## src/inc/map_pkg.sv

```systemverilog
package map_pkg;

    // =====================================================
    // bus variant of the downstream port
    typedef enum logic [1:0] {
        MAP_AHB5  = 2'b00,
        MAP_APB23 = 2'b01,
        MAP_APB4  = 2'b10
    } map_variant_t;

    // =====================================================
    // register byte offsets
    localparam logic [7:0] MAP_OFS_CSW = 8'h00; // control_status_word
    localparam logic [7:0] MAP_OFS_TAR = 8'h04; // transfer address
    localparam logic [7:0] MAP_OFS_DHI = 8'h08; // upper data word
    localparam logic [7:0] MAP_OFS_DW  = 8'h0c; // data_window
    localparam logic [3:0] MAP_BD_PAGE = 4'h1;  // banked_data_windows 0x10..0x1c

    // =====================================================
    // control word field positions
    localparam int MAP_BIT_DBGSW  = 31; // debug_software_permit
    localparam int MAP_BIT_NONSEC = 30;
    localparam int MAP_PP_HI      = 30; // APB4 protection
    localparam int MAP_PP_LO      = 28;
    localparam int MAP_HP_HI      = 27; // AHB protection
    localparam int MAP_HP_LO      = 24;
    localparam int MAP_BIT_PERMIT = 23; // secure_debug_permit
    localparam int MAP_BIT_ACTIVE = 7;  // transfer_active
    localparam int MAP_BIT_ENAB   = 6;  // access_enabled
    localparam int MAP_ST_HI      = 5;  // address_step_mode
    localparam int MAP_ST_LO      = 4;
    localparam int MAP_SZ_HI      = 2;
    localparam int MAP_SZ_LO      = 0;

    // =====================================================
    // encodings and reset values
    localparam logic [2:0] MAP_SZ_BYTE    = 3'h0;
    localparam logic [2:0] MAP_SZ_HALF    = 3'h1;
    localparam logic [2:0] MAP_SZ_WORD    = 3'h2;
    localparam logic [2:0] MAP_SZ_DWORD   = 3'h3;
    localparam logic [1:0] MAP_STEP_OFF   = 2'h0;
    localparam logic [1:0] MAP_STEP_ONE   = 2'h1;
    localparam logic [3:0] MAP_RST_HPROT  = 4'h3;
    localparam logic [2:0] MAP_RST_PPROT  = 3'h2;
    localparam logic       MAP_RST_NONSEC = 1'b1;

endpackage

```

## src/rtl/map_ctrl_word.sv

```systemverilog
`timescale 1ns/1ps
// =========================================================
// memory_access_port control word with APB register slave
module map_ctrl_word
    import map_pkg::*;
#(
    parameter map_variant_t VARIANT    = MAP_AHB5,
    parameter bit           HAS_ENABLE = 1'b1, // access enable pin present
    parameter bit           HAS_SECURE = 1'b1  // secure debug supported
)(
    input  wire logic        sys_clk,
    input  wire logic        nrst,
    // apb slave
    input  wire logic        psel,
    input  wire logic        penable,
    input  wire logic        pwrite,
    input  wire logic [7:0]  paddr,
    input  wire logic [31:0] pwdata,
    output logic             pready,
    output logic [31:0]      prdata,
    output logic             pslverr,
    // pins
    input  wire logic        accessEnableIn,
    input  wire logic        securePermitIn,
    input  wire logic        abortIn,
    // memory side
    output logic             memReq,
    output logic [31:0]      memAddr,
    output logic             memWrite,
    output logic [2:0]       memSize,
    output logic [63:0]      memWdata,
    output logic [6:0]       memProt,
    output logic             memNonsec,
    input  wire logic        memReady,
    input  wire logic [63:0] memRdata,
    input  wire logic        memErr
);

    // =====================================================
    // access state
    typedef enum logic {
        MAP_IDLE = 1'b0,
        MAP_WAIT = 1'b1
    } map_state_t;

    map_state_t  state;       // data access outstanding on apb

    // pin sampling
    logic [1:0]  syncA;       // first stage, read only by syncB
    logic [1:0]  syncB;       // {permit, enable} synchronised

    // stored control word fields
    logic        dbgSw;       // debug_software_permit
    logic        nonsec;      // AHB nonsecure request
    logic [3:0]  hprot;       // AHB protection bits
    logic [2:0]  pprot;       // APB4 protection bits
    logic [1:0]  step;        // address_step_mode
    logic [2:0]  size;        // AHB access size

    // address and upper data word
    logic [31:0] tar;         // transfer address
    logic [31:0] dataHi;      // upper half of doubleword

    // what the answer needs at the end
    logic        pendDw;      // outstanding access is data_window
    logic        pendDword;   // outstanding access is doubleword
    logic        pendHiLane;  // narrow read from upper lane

    // read image and its qualifiers
    logic [31:0] control_status_word;         // assembled read value
    logic        accessEnabled;
    logic        permit;
    logic        blocked;

    // apb decode
    logic        access;
    logic        selCsw;
    logic        selTar;
    logic        selDhi;
    logic        selData;
    logic        mapped;

    // engine handshake and attributes
    logic        start;
    logic        finish;
    logic [31:0] xAddr;
    logic [63:0] xWdata;
    logic [2:0]  xSize;
    logic [6:0]  xProt;

    // engine status
    logic        busy;
    logic        done;
    logic        doneErr;
    logic [63:0] rdata;

    // =====================================================
    // pin synchronisers
    // both pins share one two-stage chain
    always_ff @(posedge sys_clk or negedge nrst) begin
        if (!nrst) begin
            syncA <= 2'h0;
            syncB <= 2'h0;
        end else begin
            syncA <= {securePermitIn, accessEnableIn};
            syncB <= syncA;
        end
    end

    // both read live from the second stage
    // absent enable pin reads as one
    assign accessEnabled = HAS_ENABLE ? syncB[0] : 1'b1;
    // permit absent or APB2/3 reads zero
    assign permit = (HAS_SECURE && VARIANT != MAP_APB23) ? syncB[1] : 1'b0;

    // =====================================================
    // apb address decode
    // access phase of any transfer
    assign access  = psel && penable;
    assign selCsw  = paddr == MAP_OFS_CSW;
    assign selTar  = paddr == MAP_OFS_TAR;
    assign selDhi  = paddr == MAP_OFS_DHI;
    // banks: any word of the 0x10 page
    assign selData = (paddr == MAP_OFS_DW) || (paddr[7:4] == MAP_BD_PAGE && paddr[1:0] == 2'h0);
    assign mapped  = selCsw || selTar || selDhi || selData;

    // disabled port or unpermitted secure APB4 request never reaches memory
    assign blocked = !accessEnabled
        // a secure APB4 request needs the permit
        || (VARIANT == MAP_APB4 && !pprot[1] && !permit);

    // launch only when idle; a leftover aborted transfer stalls it
    assign start  = access && selData && state == MAP_IDLE && !blocked && !busy;
    // abort ends the apb wait, not the memory side
    assign finish = state == MAP_WAIT && (done || abortIn);

    // =====================================================
    // control word fields; reserved bits have no storage
    always_ff @(posedge sys_clk or negedge nrst) begin
        if (!nrst) begin
            // reset image of the stored fields
            dbgSw  <= 1'b0;
            nonsec <= MAP_RST_NONSEC;
            hprot  <= MAP_RST_HPROT;
            pprot  <= MAP_RST_PPROT;
            step   <= MAP_STEP_OFF;
            size   <= MAP_SZ_WORD;
        end else if (access && pwrite && selCsw) begin
            // debug_software_permit is stored only
            dbgSw <= pwdata[MAP_BIT_DBGSW];
            if (VARIANT == MAP_AHB5) begin
                nonsec <= pwdata[MAP_BIT_NONSEC];
                hprot  <= pwdata[MAP_HP_HI:MAP_HP_LO];
                // packed step unsupported: only off or single kept
                if (pwdata[MAP_ST_HI:MAP_ST_LO] == MAP_STEP_ONE) begin
                    step <= MAP_STEP_ONE;
                end else begin
                    step <= MAP_STEP_OFF;
                end
                // byte..doubleword legal, other codes ignored
                if (pwdata[MAP_SZ_HI:MAP_SZ_LO] <= MAP_SZ_DWORD) begin
                    size <= pwdata[MAP_SZ_HI:MAP_SZ_LO];
                end
            end
            // APB4 keeps only protection besides debug_software_permit
            if (VARIANT == MAP_APB4) begin
                pprot <= pwdata[MAP_PP_HI:MAP_PP_LO];
            end
        end
    end

    // =====================================================
    // control word read image
    always_comb begin
        control_status_word = 32'h0;
        // bits common to every variant
        control_status_word[MAP_BIT_DBGSW]  = dbgSw;
        control_status_word[MAP_BIT_ACTIVE] = busy;
        control_status_word[MAP_BIT_ENAB]   = accessEnabled;
        control_status_word[MAP_BIT_PERMIT] = permit;
        unique case (VARIANT)
            MAP_AHB5: begin
                control_status_word[MAP_BIT_NONSEC]            = nonsec;
                control_status_word[MAP_HP_HI:MAP_HP_LO]       = hprot;
                control_status_word[MAP_ST_HI:MAP_ST_LO]       = step;
                control_status_word[MAP_SZ_HI:MAP_SZ_LO]       = size;
            end
            MAP_APB4: begin
                // bits 27..24 stay zero here
                control_status_word[MAP_PP_HI:MAP_PP_LO]       = pprot;
                control_status_word[MAP_SZ_HI:MAP_SZ_LO]       = MAP_SZ_WORD;
            end
            default: begin
                // no protection and no permit on APB2/3
                control_status_word[MAP_SZ_HI:MAP_SZ_LO]       = MAP_SZ_WORD;
            end
        endcase
    end

    // =====================================================
    // transfer attributes
    always_comb begin
        xSize  = (VARIANT == MAP_AHB5) ? size : MAP_SZ_WORD;
        // banked windows address within the 16-byte page
        xAddr  = tar; // data_window uses it as is
        if (paddr != MAP_OFS_DW) begin
            xAddr = {tar[31:4], paddr[3:2], 2'h0};
        end
        // narrow writes copy the word to both lanes
        if (xSize == MAP_SZ_DWORD) begin
            xWdata = {dataHi, pwdata};
        end else begin
            xWdata = {pwdata, pwdata};
        end
        if (VARIANT == MAP_AHB5) begin
            xProt = {hprot[3], 1'b0, hprot[3], hprot[3], hprot[2], hprot[1], hprot[0]};
        end else if (VARIANT == MAP_APB4) begin
            // secure only gets here with permit, so pprot passes as written
            xProt = {4'h0, pprot};
        end else begin
            // no protection driven on APB2/3
            xProt = 7'h0;
        end
    end

    // =====================================================
    // apb data access state
    always_ff @(posedge sys_clk or negedge nrst) begin
        if (!nrst) begin
            state      <= MAP_IDLE;
            pendDw     <= 1'b0;
            pendDword  <= 1'b0;
            pendHiLane <= 1'b0;
        end else begin
            unique case (state)
                MAP_IDLE: begin
                    if (start) begin
                        // keep what the answer mux needs
                        state      <= MAP_WAIT;
                        pendDw     <= paddr == MAP_OFS_DW;
                        pendDword  <= xSize == MAP_SZ_DWORD;
                        pendHiLane <= xAddr[2];
                    end
                end
                MAP_WAIT: begin
                    // abort frees the bus; memory side runs on
                    if (finish) begin
                        state <= MAP_IDLE;
                    end
                end
            endcase
        end
    end

    // =====================================================
    // transfer address and upper data word
    always_ff @(posedge sys_clk or negedge nrst) begin
        if (!nrst) begin
            tar    <= 32'h0;
            dataHi <= 32'h0;
        end else begin
            // a bus write wins over the step
            if (access && pwrite && selTar) begin
                tar <= pwdata;
            end else if (state == MAP_WAIT && done && !doneErr && pendDw
                         && step == MAP_STEP_ONE) begin
                // step by the access size; never in APB variants
                tar <= tar + (32'h1 << memSize);
            end
            if (access && pwrite && selDhi) begin
                dataHi <= pwdata;
            end else if (state == MAP_WAIT && done && !memWrite && pendDword) begin
                // doubleword read fills the upper word
                dataHi <= rdata[63:32];
            end
        end
    end

    // =====================================================
    // apb answer: register accesses finish at once
    always_comb begin
        pready  = 1'b1;
        pslverr = 1'b0;
        prdata  = 32'h0;
        if (access) begin
            // unmapped: error at once, nothing stored
            if (!mapped) begin
                pslverr = 1'b1;
            end else if (selData) begin
                // blocked access refuses at once
                if (state == MAP_IDLE) begin
                    pready  = blocked;
                    pslverr = blocked;
                end else begin
                    // wait for the engine or the abort pin
                    pready  = finish;
                    pslverr = abortIn || doneErr;
                    if (!pwrite && !abortIn) begin
                        // doubleword hands the low word first
                        prdata = (pendHiLane && !pendDword) ? rdata[63:32] : rdata[31:0];
                    end
                end
            end else if (!pwrite) begin
                // register reads need no wait state
                if (selCsw) begin
                    prdata = control_status_word;
                end else if (selTar) begin
                    prdata = tar;
                end else begin
                    prdata = dataHi;
                end
            end
        end
    end

    // =====================================================
    // memory-side engine
    map_xfer map_xfer_i (
        .sys_clk   (sys_clk),
        .nrst      (nrst),
        .start     (start),
        .reqAddr   (xAddr),
        .reqWrite  (pwrite),
        .reqSize   (xSize),
        .reqWdata  (xWdata),
        .reqProt   (xProt),
        // nonsec exists only on the AHB side
        .reqNonsec (VARIANT == MAP_AHB5 ? nonsec : 1'b0),
        .memReq    (memReq),
        .memAddr   (memAddr),
        .memWrite  (memWrite),
        .memSize   (memSize),
        .memWdata  (memWdata),
        .memProt   (memProt),
        .memNonsec (memNonsec),
        .memReady  (memReady),
        .memRdata  (memRdata),
        .memErr    (memErr),
        .busy      (busy),
        .done      (done),
        .doneErr   (doneErr),
        .rdata     (rdata)
    );

endmodule

```

## src/rtl/map_xfer.sv

```systemverilog
`timescale 1ns/1ps
// =========================================================
// downstream transfer engine: one request held until ready
module map_xfer
    import map_pkg::*;
(
    input  wire logic        sys_clk,
    input  wire logic        nrst,
    input  wire logic        start,     // one-cycle launch
    input  wire logic [31:0] reqAddr,
    input  wire logic        reqWrite,
    input  wire logic [2:0]  reqSize,
    input  wire logic [63:0] reqWdata,
    input  wire logic [6:0]  reqProt,
    input  wire logic        reqNonsec,
    output logic             memReq,
    output logic [31:0]      memAddr,
    output logic             memWrite,
    output logic [2:0]       memSize,
    output logic [63:0]      memWdata,
    output logic [6:0]       memProt,
    output logic             memNonsec,
    input  wire logic        memReady,
    input  wire logic [63:0] memRdata,
    input  wire logic        memErr,
    output logic             busy,      // transfer on the memory side
    output logic             done,      // one-cycle completion
    output logic             doneErr,
    output logic [63:0]      rdata
);

    // =====================================================
    // request hold: attributes frozen for the whole transfer
    always_ff @(posedge sys_clk or negedge nrst) begin
        if (!nrst) begin
            memReq    <= 1'b0;
            memAddr   <= 32'h0;
            memWrite  <= 1'b0;
            memSize   <= MAP_SZ_WORD;
            memWdata  <= 64'h0;
            memProt   <= 7'h0;
            memNonsec <= 1'b0;
        end else if (start && !memReq) begin
            memReq    <= 1'b1;
            memAddr   <= reqAddr;
            memWrite  <= reqWrite;
            memSize   <= reqSize;
            memWdata  <= reqWdata;
            memProt   <= reqProt;
            memNonsec <= reqNonsec;
        end else if (memReq && memReady) begin
            memReq <= 1'b0;
        end
    end

    // busy equals a pending request; an abort never drops it
    assign busy = memReq;

    // =====================================================
    // completion capture
    always_ff @(posedge sys_clk or negedge nrst) begin
        if (!nrst) begin
            done    <= 1'b0;
            doneErr <= 1'b0;
            rdata   <= 64'h0;
        end else begin
            done <= memReq && memReady;
            if (memReq && memReady) begin
                doneErr <= memErr;
                rdata   <= memRdata;
            end
        end
    end

endmodule

```

## config.mk

```make
export PLATFORM = sky130hd
export DESIGN_NAME = map_ctrl_word
export DESIGN_NICKNAME = d
export VERILOG_FILES = /design/src/inc/map_pkg.sv /design/src/rtl/map_ctrl_word.sv /design/src/rtl/map_xfer.sv
export SDC_FILE = /design/constraint.sdc
export NUM_CORES = 1
export LEC_CHECK = 0
export BUFFER_PORTS_ARGS = -buffer_cell sky130_fd_sc_hd__buf_2
export CORE_ASPECT_RATIO = 0.5
export CORE_MARGIN = 5
export CORE_UTILIZATION = 45
export DETAILED_ROUTE_END_ITERATION = 16
export PLACE_DENSITY = 0.71
export SLEW_MARGIN = 10
export SYNTH_ARGS = -nofsm -noshare
export SYNTH_HDL_FRONTEND = slang
export SYNTH_SLANG_ARGS = --single-unit
```

## constraint.sdc

```tcl
create_clock -name sys_clk -period 2.5 [get_ports sys_clk]
set_input_delay 0.25 -clock sys_clk [delete_from_list [all_inputs] [get_ports sys_clk]]
set_output_delay 0.25 -clock sys_clk [all_outputs]
set_load 0.1 [all_outputs]
```

### Word-level counts from Yosys, hierarchy flattened

Index checks and enable logic that the tools add are counted.

| word-level totals | value |
|---|---|
| register bits after elaboration | 255 |
| latch bits | 0 |
| RAM bits | 0 |
| ROM bits | 0 |
| bits of input ports | 114 |
| word-level logic and storage cells | 105 |
| memories | 0 |

| cells by class | value |
|---|---|
| $add $sub $neg | 1 |
| $mul | 0 |
| div/mod/pow operators | 0 |
| $lt $le $gt $ge | 1 |
| eq/ne operators | 8 |
| shift-type cells | 1 |
| multiplexer cells | 29 |
| bitwise gates (word level) | 1 |
| reductions and logical operators | 41 |

Operator list:

| cell | count |
|---|---|
| two-way mux 32 bit | 13 |
| two-way mux 64 bit | 1 |
| adder 32 bit | 1 |
| << shifter 1 x 3 -> 32 bit, first input constant | 1 |
| logical AND 1 bit | 21 |
| equality test 8 x 4 -> 1 bit, second input constant | 2 |
| two-way mux 1 bit | 13 |
| equality test 8 x 3 -> 1 bit, second input constant | 1 |
| zero test 8 bit | 1 |
| != test 8 x 4 -> 1 bit, second input constant | 1 |
| zero test 1 bit | 7 |
| logical OR 1 bit | 6 |
| nonzero test 2 bit | 3 |
| equality test 2 x 1 -> 1 bit, second input constant | 2 |
| equality test 4 x 1 -> 1 bit, second input constant | 1 |
| two-way mux 4 bit | 1 |
| AND reduction 2 bit | 2 |
| equality test 3 x 2 -> 1 bit, second input constant | 1 |
| <= comparator 3 x 2 -> 1 bit, second input constant | 1 |
| zero test 2 bit | 1 |
| one-hot mux 1 bit (2 select lines) | 1 |
| NOT 1 bit | 1 |

### Longest topological paths before layout

Gate-level depths: netlist (run 1).

| logic depth | value |
|---|---|
| depth in word-level cells | 9 |
| depth in mapped cells | 9 |
| gate-level depth less buffers | 9 |

### By module

A second synthesis (run 1) with hierarchy kept.

| second synthesis, totals | value |
|---|---|
| cells, all modules | 1,058 |
| area, all modules | 12,786.0 um2 |

By module, submodules not included:

| module | instances | cells each | area an instance (um2) | seq. area each (um2) |
|---|---|---|---|---|
| map_xfer | 1 | 373 | 6,756.5 | 4,380.5 |
| map_ctrl_word | 1 | 685 | 6,029.5 | 2,057.0 |

### Worst setup path after synthesis (run 1)

Ideal clock, no wire load.

| timing | value |
|---|---|
| path type | in2out |
| from | in paddr[1] |
| to | out prdata[1] |
| arrival | 3,101 ps |
| path slack | -851 ps |
| stages on the path | 6 |
| path buffers | 1 |
| cells stage by stage | or2_2 or3_1 nor4_1 nand2_1 clkbuf_1 o22ai_1 |

| on the way | value |
|---|---|
| cells in the longest elaborated chain, start to end | 7 |

Ends and longest elaborated chain:

| what | line | source |
|---|---|---|
| start: declaration | map_ctrl_word.sv:17 | `input wire logic [7:0] paddr,` |
| equality test 8 x 3 -> 1 bit | map_ctrl_word.sv:121 | `assign selTar = paddr == MAP_OFS_TAR;` |
| two-way mux 32 bit | map_ctrl_word.sv:307 | `end else if (selTar) begin` |
| two-way mux 32 bit | map_ctrl_word.sv:305 | `if (selCsw) begin` |
| two-way mux 32 bit | map_ctrl_word.sv:303 | `end else if (!pwrite) begin` |
| two-way mux 32 bit | map_ctrl_word.sv:289 | `end else if (selData) begin` |
| two-way mux 32 bit * | map_ctrl_word.sv:287 | `if (!mapped) begin` |
| two-way mux 32 bit * | map_ctrl_word.sv:285 | `if (access) begin` |
| end: declaration | map_ctrl_word.sv:20 | `output logic [31:0] prdata,` |

Every way passes the cells marked *; elsewhere a longest branch is shown, timed or not.

### Final worst setup path (run 1)

| timing | value |
|---|---|
| from | reg map_xfer_i.memSize[1] |
| to | reg tar[19] |

| on the way | value |
|---|---|
| cells in the longest elaborated chain, start to end | 4 |

Ends and longest elaborated chain:

| what | line | source |
|---|---|---|
| start: declaration | map_xfer.sv:19 | `output logic [2:0] memSize,` |
| start signal: assignment | map_xfer.sv:47 | `memSize <= reqSize;` |
| << shifter 1 x 3 -> 32 bit | map_ctrl_word.sv:268 | `tar <= tar + (32'h1 << memSize);` |
| adder 32 bit | map_ctrl_word.sv:268 |  |
| two-way mux 32 bit | map_ctrl_word.sv:265 | `end else if (state == MAP_WAIT && done && !doneErr && pendDw` |
| two-way mux 32 bit | map_ctrl_word.sv:263 | `if (access && pwrite && selTar) begin` |
| end signal: assignment | map_ctrl_word.sv:264 | `tar <= pwdata;` |
| end signal: assignment | map_ctrl_word.sv:268 |  |
| end: declaration | map_ctrl_word.sv:61 | `logic [31:0] tar;` |

No other way between the ends. The select of a mux whose other input is x is not followed.
A chain may end at the register's enable or synchronous reset.

==> flow_summary.ini, run 1 <==
[run_status]
status = finished, violations left
violations = setup timing

[die]
chipWidth_um = 241.9
core_region_area_um2 = 26430
ios = 257
die_y_um = 125.9
die-area_um2 = 30460
rows = 42
start_util_pct = 45.76

[layout]
drive_above_1_share_pct = 39.10
fin_nets = 1556
register_area_um2 = 6374
fin_cells = 1802
antenna_cells = 0
area_growth_pct = 37.57
nFillCells = 2047
final_util_pct = 62.96
stdcell_area_um2 = 16640
multi_input_area_um2 = 5877

[sta]
fin_skew_ns = 0.009491
max_freq_ghz = 0.3730
hold_viol = 0
finalSetupTns_ns = -1.306
whs_ns = 0.01698
slew_headroom_pct = 57.24
slew_violations = 0
min_period_over_period_pct = 107.2
rsz0062_at_grt = yes
tightestPinTransition_ns = 0.6414
fin_ws_ns = -0.1808
fin_crit_ns = 2.681
setup_viol = 14

[placed_design]
placed_cells = 1686
hpwlAfterDp_um = 25920
placed_area_um2 = 15040
port_buffers = 255
gp_congestion = 0.8869

[logic_synthesis]
synth.most_common_cell = dfrtp_1
synthAdderAreaFrac_pct = 0.9930
synth.largest_area_cell = dfrtp_1
ys_seq_area_share_pct = 52.60
ys_top_cells_by_area = dfrtp_1, mux2_2, mux2i_1
yosys_register_bits = 254
ys_warn_count = 0
syn_nets = 1203
syn_area_um2 = 12100
synth_xor_area_share_pct = 1.738
synth_top_family_by_area = multiplexers
post_synth.cell_area_avg_um2 = 11.20
syn_inst = 1080
synth-compound-area-share_pct = 10.57
synth_ff_type = dfrtp_1
synth_top_area_share_pct = 51.51
synth_cell_types = 47
synth_edf_count = 0
async_flop_share_pct = 100.0
muxShareOfSynthArea_pct = 22.20
synthTopCellsByCount = dfrtp_1, mux2_2, mux2i_1
synthSimpleGateAreaFrac_pct = 9.278

[critical_path]
cp_max_fo = 10
slowest_stage = dfstp_4
required_ns = 2.91
worst_setup_path_end_kind = flop
slowest_delay_ns = 0.66
arrival_ns = 3.09
start_kind = flop
path_class = reg2reg
cp_cell_sequence = nor3b_2 > ha_1 > a21o_1 > a31oi_1 > a211o_4 > a2111oi_1 > buf_4 > xnor2_1 > a21oi_1

[clock_tree]
root_buffer = clkbuf_16
clk_pin_slew_ns = 0.07
clock_latency_ns = 0.52
cts.sinks = 254
htreeDepth = 1
clockBufferDepth = 3
cts_tree = yes
cts_inserted_buffers = 24

[global_routing]
grt-ovfl-total = 0
grt_pass1_wl_um = 59020
grt_pass1_vias = 10453
grt_usage_pct = 23.81
antenna_found_initial = 0
grt_max_degree = 90

[power]
leakage_uw = 0.008329
vdd_ir_drop_max_mv = 0.4365
power.density_nw_per_um2 = 605.0

[routing]
maxUsedRoutingLayer = met4
viasPerCell = 5.531
routedWlPerCell_um = 20.67
firstDrtPassIters = 5
wl_met1_um = 16200
drtAntennaViolNets = 0
wl_met3_um = 1682
vias = 9967
totalWireLength_um = 37240
first_iter_violations = 741
dr_wl_met2_um = 18530
drc_errors = 0

[worst_hold_path]
hp-class = in2reg

[flow_run]
cap_violations = 0
sequential cells by signal, indices dropped and copies added (netlist names), 3 cells and up:
name / flops
map_xfer_i.memWdata: 64
dataHi: 32
map_xfer_i.rdata: 64
size: 3
hprot: 4
map_xfer_i.memProt: 4
tar: 32
map_xfer_i.memAddr: 32
map_xfer_i.memSize: 3
cell families after synthesis:
family                   Yosys count
AO/OA/AOI/OAI                    213
XOR/XNOR                          24
adder cells (fa/ha/maj)            9
buffers and inverters             80
flip-flops                       254
multiplexers                     251
other                              1
AND/OR/NAND/NOR                  248
worst paths after layout:
path / from / end / slack, ns / cells past startpoint
hold / removal: pwdata[2] / tar[2]$_DFFE_PN0P_ / 0.02 / 3
max in group asynchronous: nrst / size[1]$_DFFE_PN1P_ / 1.38 / 3
hold reg to reg: syncA[1]$_DFF_PN0_ / syncB[1]$_DFF_PN0_ / 0.35 / 0
min in group asynchronous: nrst / map_xfer_i.memWdata[42]$_DFFE_PN0P_ / 0.28 / 2
setup reg to reg: map_xfer_i.memSize[1]$_DFFE_PN1P_ / tar[19]$_DFFE_PN0P_ / -0.18 / 9
setup / recovery: map_xfer_i.memSize[1]$_DFFE_PN1P_ / tar[19]$_DFFE_PN0P_ / -0.18 / 9
area by class of cell:
class / count / share of cell area (%)
Sequential cell: 254 / 38.30
Clock buffer: 38 / 4.414
Multi-Input combinational cell: 746 / 35.32
Tap cell: 352 / 2.647
Clock inverter: 5 / 0.3383
Inverter: 7 / 0.1579
Timing Repair Buffer: 400 / 18.83
critical path, delay by kind of cell, from the launching register on:
| family | cells | cell delay (ns) |
|---|---|---|
| buffers and inverters | 1 | 0.19 |
| AND/OR/NAND/NOR | 1 | 0.06 |
| adder cells (fa/ha/maj) | 1 | 0.34 |
| XOR/XNOR | 1 | 0.11 |
| AO/OA/AOI/OAI | 5 | 1.21 |
| flip-flops | 1 | 0.66 |
placed cells by master, fill, tap and decap left out, types with 4 or more instances in the layout:
| master | count |
|---|---|
| dfrtp_1 | 247 |
| buf_2 | 222 |
| mux2_2 | 138 |
| mux2i_1 | 113 |
| nor2_1 | 90 |
| a21oi_1 | 82 |
| dlygate4sd3_1 | 71 |
| nand2_1 | 67 |
| buf_4 | 66 |
| o21ai_0 | 51 |
| buf_12 | 40 |
| clkbuf_16 | 25 |
| a22oi_1 | 19 |
| o22a_1 | 19 |
| nor2_4 | 19 |
| xnor2_1 | 18 |
| o22ai_4 | 13 |
| nand3_1 | 8 |
| nand4_1 | 7 |
| inv_1 | 7 |
| a21o_1 | 7 |
| or3_1 | 7 |
| ha_1 | 7 |
| clkbuf_1 | 7 |
| xor2_1 | 6 |
| nor3_1 | 6 |
| a31oi_1 | 6 |
| nand2b_1 | 6 |
| clkbuf_8 | 6 |
| a2111oi_1 | 5 |
| dfstp_2 | 4 |
timing repair:
action,in CTS,in global routing
setup endpoints to repair,22,22
hold buffers,71,0
hold endpoints to repair,133,0
pin swaps,1,2
setup buffers,0,2
gates resized for setup,12,10
layer usage:
metal,vias up,track usage (%)
met3,62,3.916
met4,0,5.598
li1,4582,-
met1,5053,31.68
met2,270,41.46
met5,-,0
power by group:
part / total (uW) / leakage [uW] / internal [uW] / switching, uW
Sequential: 4530 / 0.00311 / 4360 / 168
Clock: 3710 / 0.000386 / 2120 / 1590
Combinational: 1830 / 0.00483 / 533 / 1290
Total: 10100 / 0.00833 / 7020 / 3050
through the flow:
stage | total power (uW) | setup WS, ns
5_1_grt | 10420 | -0.2704
6_report | 10070 | -0.1808
3_5_place_dp | 6325 | -0.2531
2_1_floorplan | 5797 | -0.1687
4_1_cts | 10120 | -0.1284
3_3_place_gp | 6284 | -0.1769
Note: power is estimated with default switching activity, not from simulation.
==> run 2, diff against run 1 <==
- PLACE_DENSITY: 0.71 -> 0.7
==> run 2 against run 1 <==
The flow still finishes with violations (setup timing). Global-route usage about the same. Hold slack got worse by 0.0033 ns. Power grew 1.9%. Flip-flop and latch count stayed put. Critical path depth unchanged. Die area unchanged. Largest cell class unchanged. Highest routed layer unchanged.
==> flow_summary.ini, run 2 (same netlist as run 1, synthesis figures left out) <==
[layout]
antenna_cells = 0
fin_nets = 1560
nFillCells = 2019
top_regs = map_xfer_i.memWdata (64), map_xfer_i.rdata (64)
mostFrequentLayoutCells = dfrtp_1, buf_2, mux2_2
drive_above_1_share_pct = 40.33
final_common_cell = dfrtp_1
area_growth_pct = 39.19
fin_cells = 1805

[routing]
totalWireLength_um = 37290
vias = 10019
dr_wl_met2_um = 18140
maxUsedRoutingLayer = met4
first_iter_violations = 699
viasPerCell = 5.551
drtAntennaViolNets = 0
firstDrtPassIters = 5
wl_met3_um = 1894
wl_met1_um = 16420
drc_errors = 0
routedWlPerCell_um = 20.66

[critical_path]
cp_max_fo = 10
required_ns = 2.91
r2r-end = tar[21]$_DFFE_PN0P_
start_kind = flop
worst_setup_path_end_kind = flop
path_class = reg2reg
cp_cell_sequence = buf_4 > nor3_4 > ha_2 > a21o_1 > nand4_1 > a211o_4 > a2111oi_1 > xnor2_1 > a21oi_1
reg2reg_from = map_xfer_i.memSize[1]$_DFFE_PN1P_
arrival_ns = 3.10
slowest_delay_ns = 0.55
reg2reg_depth = 9
rrSetupSlack_ns = -0.19
slowest_stage = a2111oi_1

[sta]
setup_viol = 24
fin_skew_ns = 0.01172
tightestPinTransition_ns = 0.6356
slew_violations = 0
rsz0062_at_grt = yes
min_period_over_period_pct = 107.4
hold_viol = 0
fin_ws_ns = -0.1861
fin_crit_ns = 2.686
max_freq_ghz = 0.3723
finalSetupTns_ns = -2.694
slew_headroom_pct = 57.63

[global_routing]
grt_max_degree = 101
grt_pass1_wl_um = 59040
grt-ovfl-total = 0
antenna_found_initial = 0
grt_usage_pct = 23.82
grt_pass1_vias = 10523

[placed_design]
port_buffers = 255
placed_cells = 1685
hpwlAfterDp_um = 25460
gp_congestion = 0.8775

[clock_tree]
cts.sinks = 254
cts_tree = yes
clk_pin_slew_ns = 0.07
clockBufferDepth = 3
cts_inserted_buffers = 24
root_buffer = clkbuf_16
clock_latency_ns = 0.53
htreeDepth = 1

[die]
ios = 257
start_util_pct = 45.76
core_region_area_um2 = 26430
rows = 42
die_y_um = 125.9
chipWidth_um = 241.9
die-area_um2 = 30460

[worst_hold_path]
whs_path_depth = 2
hp-class = in2reg
holdPathEnd = map_xfer_i.memWdata[18]$_DFFE_PN0P_
min-delay-start = pwdata[18]

[power]
finalPower_uw = 10260
vdd_ir_drop_max_mv = 0.3928
power.density_nw_per_um2 = 609.3
leakage_uw = 0.008420

[run_status]
violations = setup timing
status = finished, violations left

[flow_run]
cap_violations = 0
==> run 2: cell count changes in the layout (fill, tap and decap cells not counted), sizes merged <==
| cell | change |
|---|---|
| buf | +4 |
| bufinv | +2 |
| clkbuf | -2 |
| clkinv | -1 |
| clkinvlp | -1 |
| dlygate4sd3 | -1 |
| inv | +1 |
| nand3 | +1 |
==> run 2: per-stage QoR <==
step | hold slack, ns | setup slack [ns] | cell area (um^2) | util (%)
2_1_floorplan | -0.04559 | -0.1687 | 12460 | -
3_3_place_gp | 0.2535 | -0.1764 | 15030 | 56.86
3_5_place_dp | 0.2519 | -0.2961 | 15030 | 56.86
4_1_cts | 0.0002772 | -0.1673 | 16630 | 62.91
5_1_grt | 0.01062 | -0.2756 | 16840 | 63.70
6_report | 0.01365 | -0.1861 | 16840 | 63.70
==> run 2: final cells by class <==
class	instances	area [um^2]	share of cell area (%)
multi-input cells	747	5998	35.62
clock buffers	36	716.9	4.258
flip-flops and latches	254	6374	37.85
well taps	352	440.4	2.616
repair buffers	403	3173	18.85
clock inverters	6	108.9	0.6465
inverters	7	26.28	0.1561
==> run 2: routing by layer <==
| layer | track usage (%) | up-vias |
|---|---|---|
| li1 | - | 4593 |
| met1 | 32.47 | 5087 |
| met2 | 40.30 | 281 |
| met3 | 4.001 | 58 |
| met4 | 5.934 | 0 |
| met5 | 0 | - |
==> run 2: worst max-delay path by stage <==
| stage | from | endpoint | slack, ns |
|---|---|---|---|
| 2_1_floorplan | map_xfer_i.memSize[1]$_DFFE_PN1P_ | tar[11]$_DFFE_PN0P_ | -0.17 |
| 3_3_place_gp | map_xfer_i.memSize[1]$_DFFE_PN1P_ | tar[17]$_DFFE_PN0P_ | -0.18 |
| 3_5_place_dp | map_xfer_i.memSize[1]$_DFFE_PN1P_ | tar[17]$_DFFE_PN0P_ | -0.30 |
| 4_1_cts | map_xfer_i.memSize[0]$_DFFE_PN0P_ | tar[11]$_DFFE_PN0P_ | -0.17 |
| 5_1_grt | map_xfer_i.memSize[1]$_DFFE_PN1P_ | tar[24]$_DFFE_PN0P_ | -0.28 |
| 6_report | map_xfer_i.memSize[1]$_DFFE_PN1P_ | tar[21]$_DFFE_PN0P_ | -0.19 |
==> run 2: power by group <==
group	leakage, uW	switching, uW	internal [uW]	total [uW]
registers	0.00311	164	4360	4530
logic	0.00490	1300	542	1840
clock network	0.000406	1600	2290	3890
total	0.00842	3060	7190	10300
==> run 2: what timing repair did <==
item	CTS	global route
gates resized for setup	17	28
setup buffers	1	6
gates cloned	1	0
pin swaps	3	16
hold buffers	70	0
endpoints found under the setup margin	22	25
hold endpoints to repair	134	0
==> run 2: critical path: cells and delay by family (launching register included) <==
family | cells | cell delay (ns)
adder cells (fa/ha/maj) | 1 | 0.22
AO/OA/AOI/OAI | 4 | 1.25
XOR/XNOR | 1 | 0.18
flip-flops | 1 | 0.50
buffers and inverters | 1 | 0.15
AND/OR/NAND/NOR | 2 | 0.27
==> run 3, diff against run 2 <==
- BUFFER_PORTS_ARGS: -buffer_cell sky130_fd_sc_hd__buf_2 -> -buffer_cell sky130_fd_sc_hd__buf_4
- PLACE_DENSITY: 0.7 -> 0.77
==> run 3 against run 2 <==
The flow still finishes with violations (setup timing). Combinational power rose by 11%. Power rose by 2.2%. Clock skew is 0.00074 ns higher. Flip-flop and latch count unchanged. Sequential share of layout area fell by 1.6 points. Critical path type unchanged. Critical endpoint is now tar[29]$_DFFE_PN0P_. Largest power group unchanged.
==> flow_summary.ini, run 3 (same netlist as run 1, synthesis figures left out) <==
[critical_path]
worst_setup_path_end_kind = flop
cp_top_family = compound AO/OA/AOI/OAI gates
slowest_delay_ns = 0.67
rrSetupSlack_ns = -0.24
cp_max_fo = 6
cp_cell_sequence = nor3b_2 > ha_4 > a21o_1 > a31oi_2 > a211o_4 > a211o_1 > or3_1 > a31oi_1
path_class = reg2reg
cp.buffers_inverters = 0
arrival_ns = 3.17
start_kind = flop
required_ns = 2.94
slowest_stage = dfstp_4

[die]
chipWidth_um = 241.9
die_y_um = 125.9
rows = 42
start_util_pct = 45.76
ios = 257
die-area_um2 = 30460
core_region_area_um2 = 26430

[layout]
nFillCells = 1859
fin_nets = 1583
mostFrequentLayoutCells = buf_4, dfrtp_1, mux2_2
area_growth_pct = 45.41
top_regs = map_xfer_i.memWdata (64), map_xfer_i.rdata (64)
final_common_cell = buf_4
drive_above_1_share_pct = 40.73
stdcell_area_um2 = 17590

[global_routing]
antenna_found_initial = 2
grt_pass1_wl_um = 63090
grt_pass1_vias = 11334
grt-ovfl-total = 0
grt_max_degree = 99
grt_usage_pct = 25.52

[clock_tree]
clockBufferDepth = 3
cts_tree = yes
root_buffer = clkbuf_16
clock_latency_ns = 0.53
cts_inserted_buffers = 25
cts.sinks = 254
clk_pin_slew_ns = 0.07
htreeDepth = 1

[run_status]
violations = setup timing
status = finished, violations left

[sta]
max_freq_ghz = 0.3656
fin_skew_ns = 0.01246
finalSetupTns_ns = -2.964
rsz0062_at_grt = yes
min_period_over_period_pct = 109.4
fin_ws_ns = -0.2354
tightestPinTransition_ns = 0.9977
hold_viol = 0
slew_headroom_pct = 33.32
fin_crit_ns = 2.735
whs_ns = 0.01564
setup_viol = 23
slew_violations = 0

[routing]
viasPerCell = 5.744
first_iter_violations = 838
drtAntennaViolNets = 0
routedWlPerCell_um = 22.28
totalWireLength_um = 40810
firstDrtPassIters = 5
drc_errors = 0
vias = 10523

[placed_design]
placed_area_um2 = 15200
pre_cts_ws_ns = -0.3853
port_buffers = 255
hpwlAfterDp_um = 26300
gp_congestion = 0.9212

[worst_hold_path]
hp-class = in2reg

[power]
vdd_ir_drop_max_mv = 0.4563
power.density_nw_per_um2 = 596.1
leakage_uw = 0.008579

[flow_run]
cap_violations = 0
-- run 3: area by class of cell --
type	count	area, um^2	share of cell area (%)
timing repair buffer	424	3724	21.17
clock buffer	39	748.2	4.254
tap	352	440.4	2.504
clock inverter	6	85.08	0.4837
sequential	254	6374	36.24
inverter	7	26.28	0.1494
multi-input combinational	748	6187	35.18
antenna	2	5.005	0.02845
-- run 3: repair_timing --
item	CTS	global route
resized for setup	38	65
endpoints found under the setup margin	29	50
hold buffers	95	0
hold endpoints to repair	198	0
pin swaps	15	42
gates cloned	1	1
buffers inserted	5	6
-- run 3: worst paths after layout --
path                                                   start                            endpoint  cells past startpoint
min reg2reg                               syncA[1]$_DFF_PN0_                  syncB[1]$_DFF_PN0_                      0
min                                                pwdata[0]  map_xfer_i.memWdata[0]$_DFFE_PN0P_                      2
min in group asynchronous                               nrst    map_xfer_i.rdata[12]$_DFFE_PN0P_                      2
max reg2reg                map_xfer_i.memSize[1]$_DFFE_PN1P_                 tar[29]$_DFFE_PN0P_                      8
max in group asynchronous                               nrst     map_xfer_i.rdata[2]$_DFFE_PN0P_                      3
max                        map_xfer_i.memSize[1]$_DFFE_PN1P_                 tar[29]$_DFFE_PN0P_                      8
-- run 3: through the flow --
| step | total power, uW | utilization (%) | instances |
|---|---|---|---|
| CTS | 10460 | 65.00 | 1823 |
| global placement | 6402 | 57.50 | 1677 |
| finish | 10490 | 66.54 | 1832 |
| detailed placement | 6445 | 57.50 | 1677 |
| floorplan | 5797 | - | 1080 |
| global route | 10820 | 66.54 | 1832 |
-- run 3: report_power, final --
part	internal [uW]	leakage (uW)	switching [uW]
clock	2260	0.000403	1640
combinational	697	0.00507	1350
sequential	4360	0.00311	181
total	7320	0.00858	3160
-- run 3: metal layers --
layer	routed length [um]	GRT usage (%)	vias up	part of all wire [%]
met5	0	0	-	0
met4	1775	11.26	0	4.3
met3	2165	4.657	132	5.3
met2	20500	43.76	421	50
met1	16370	32.03	5334	40
li1	-	-	4636	-
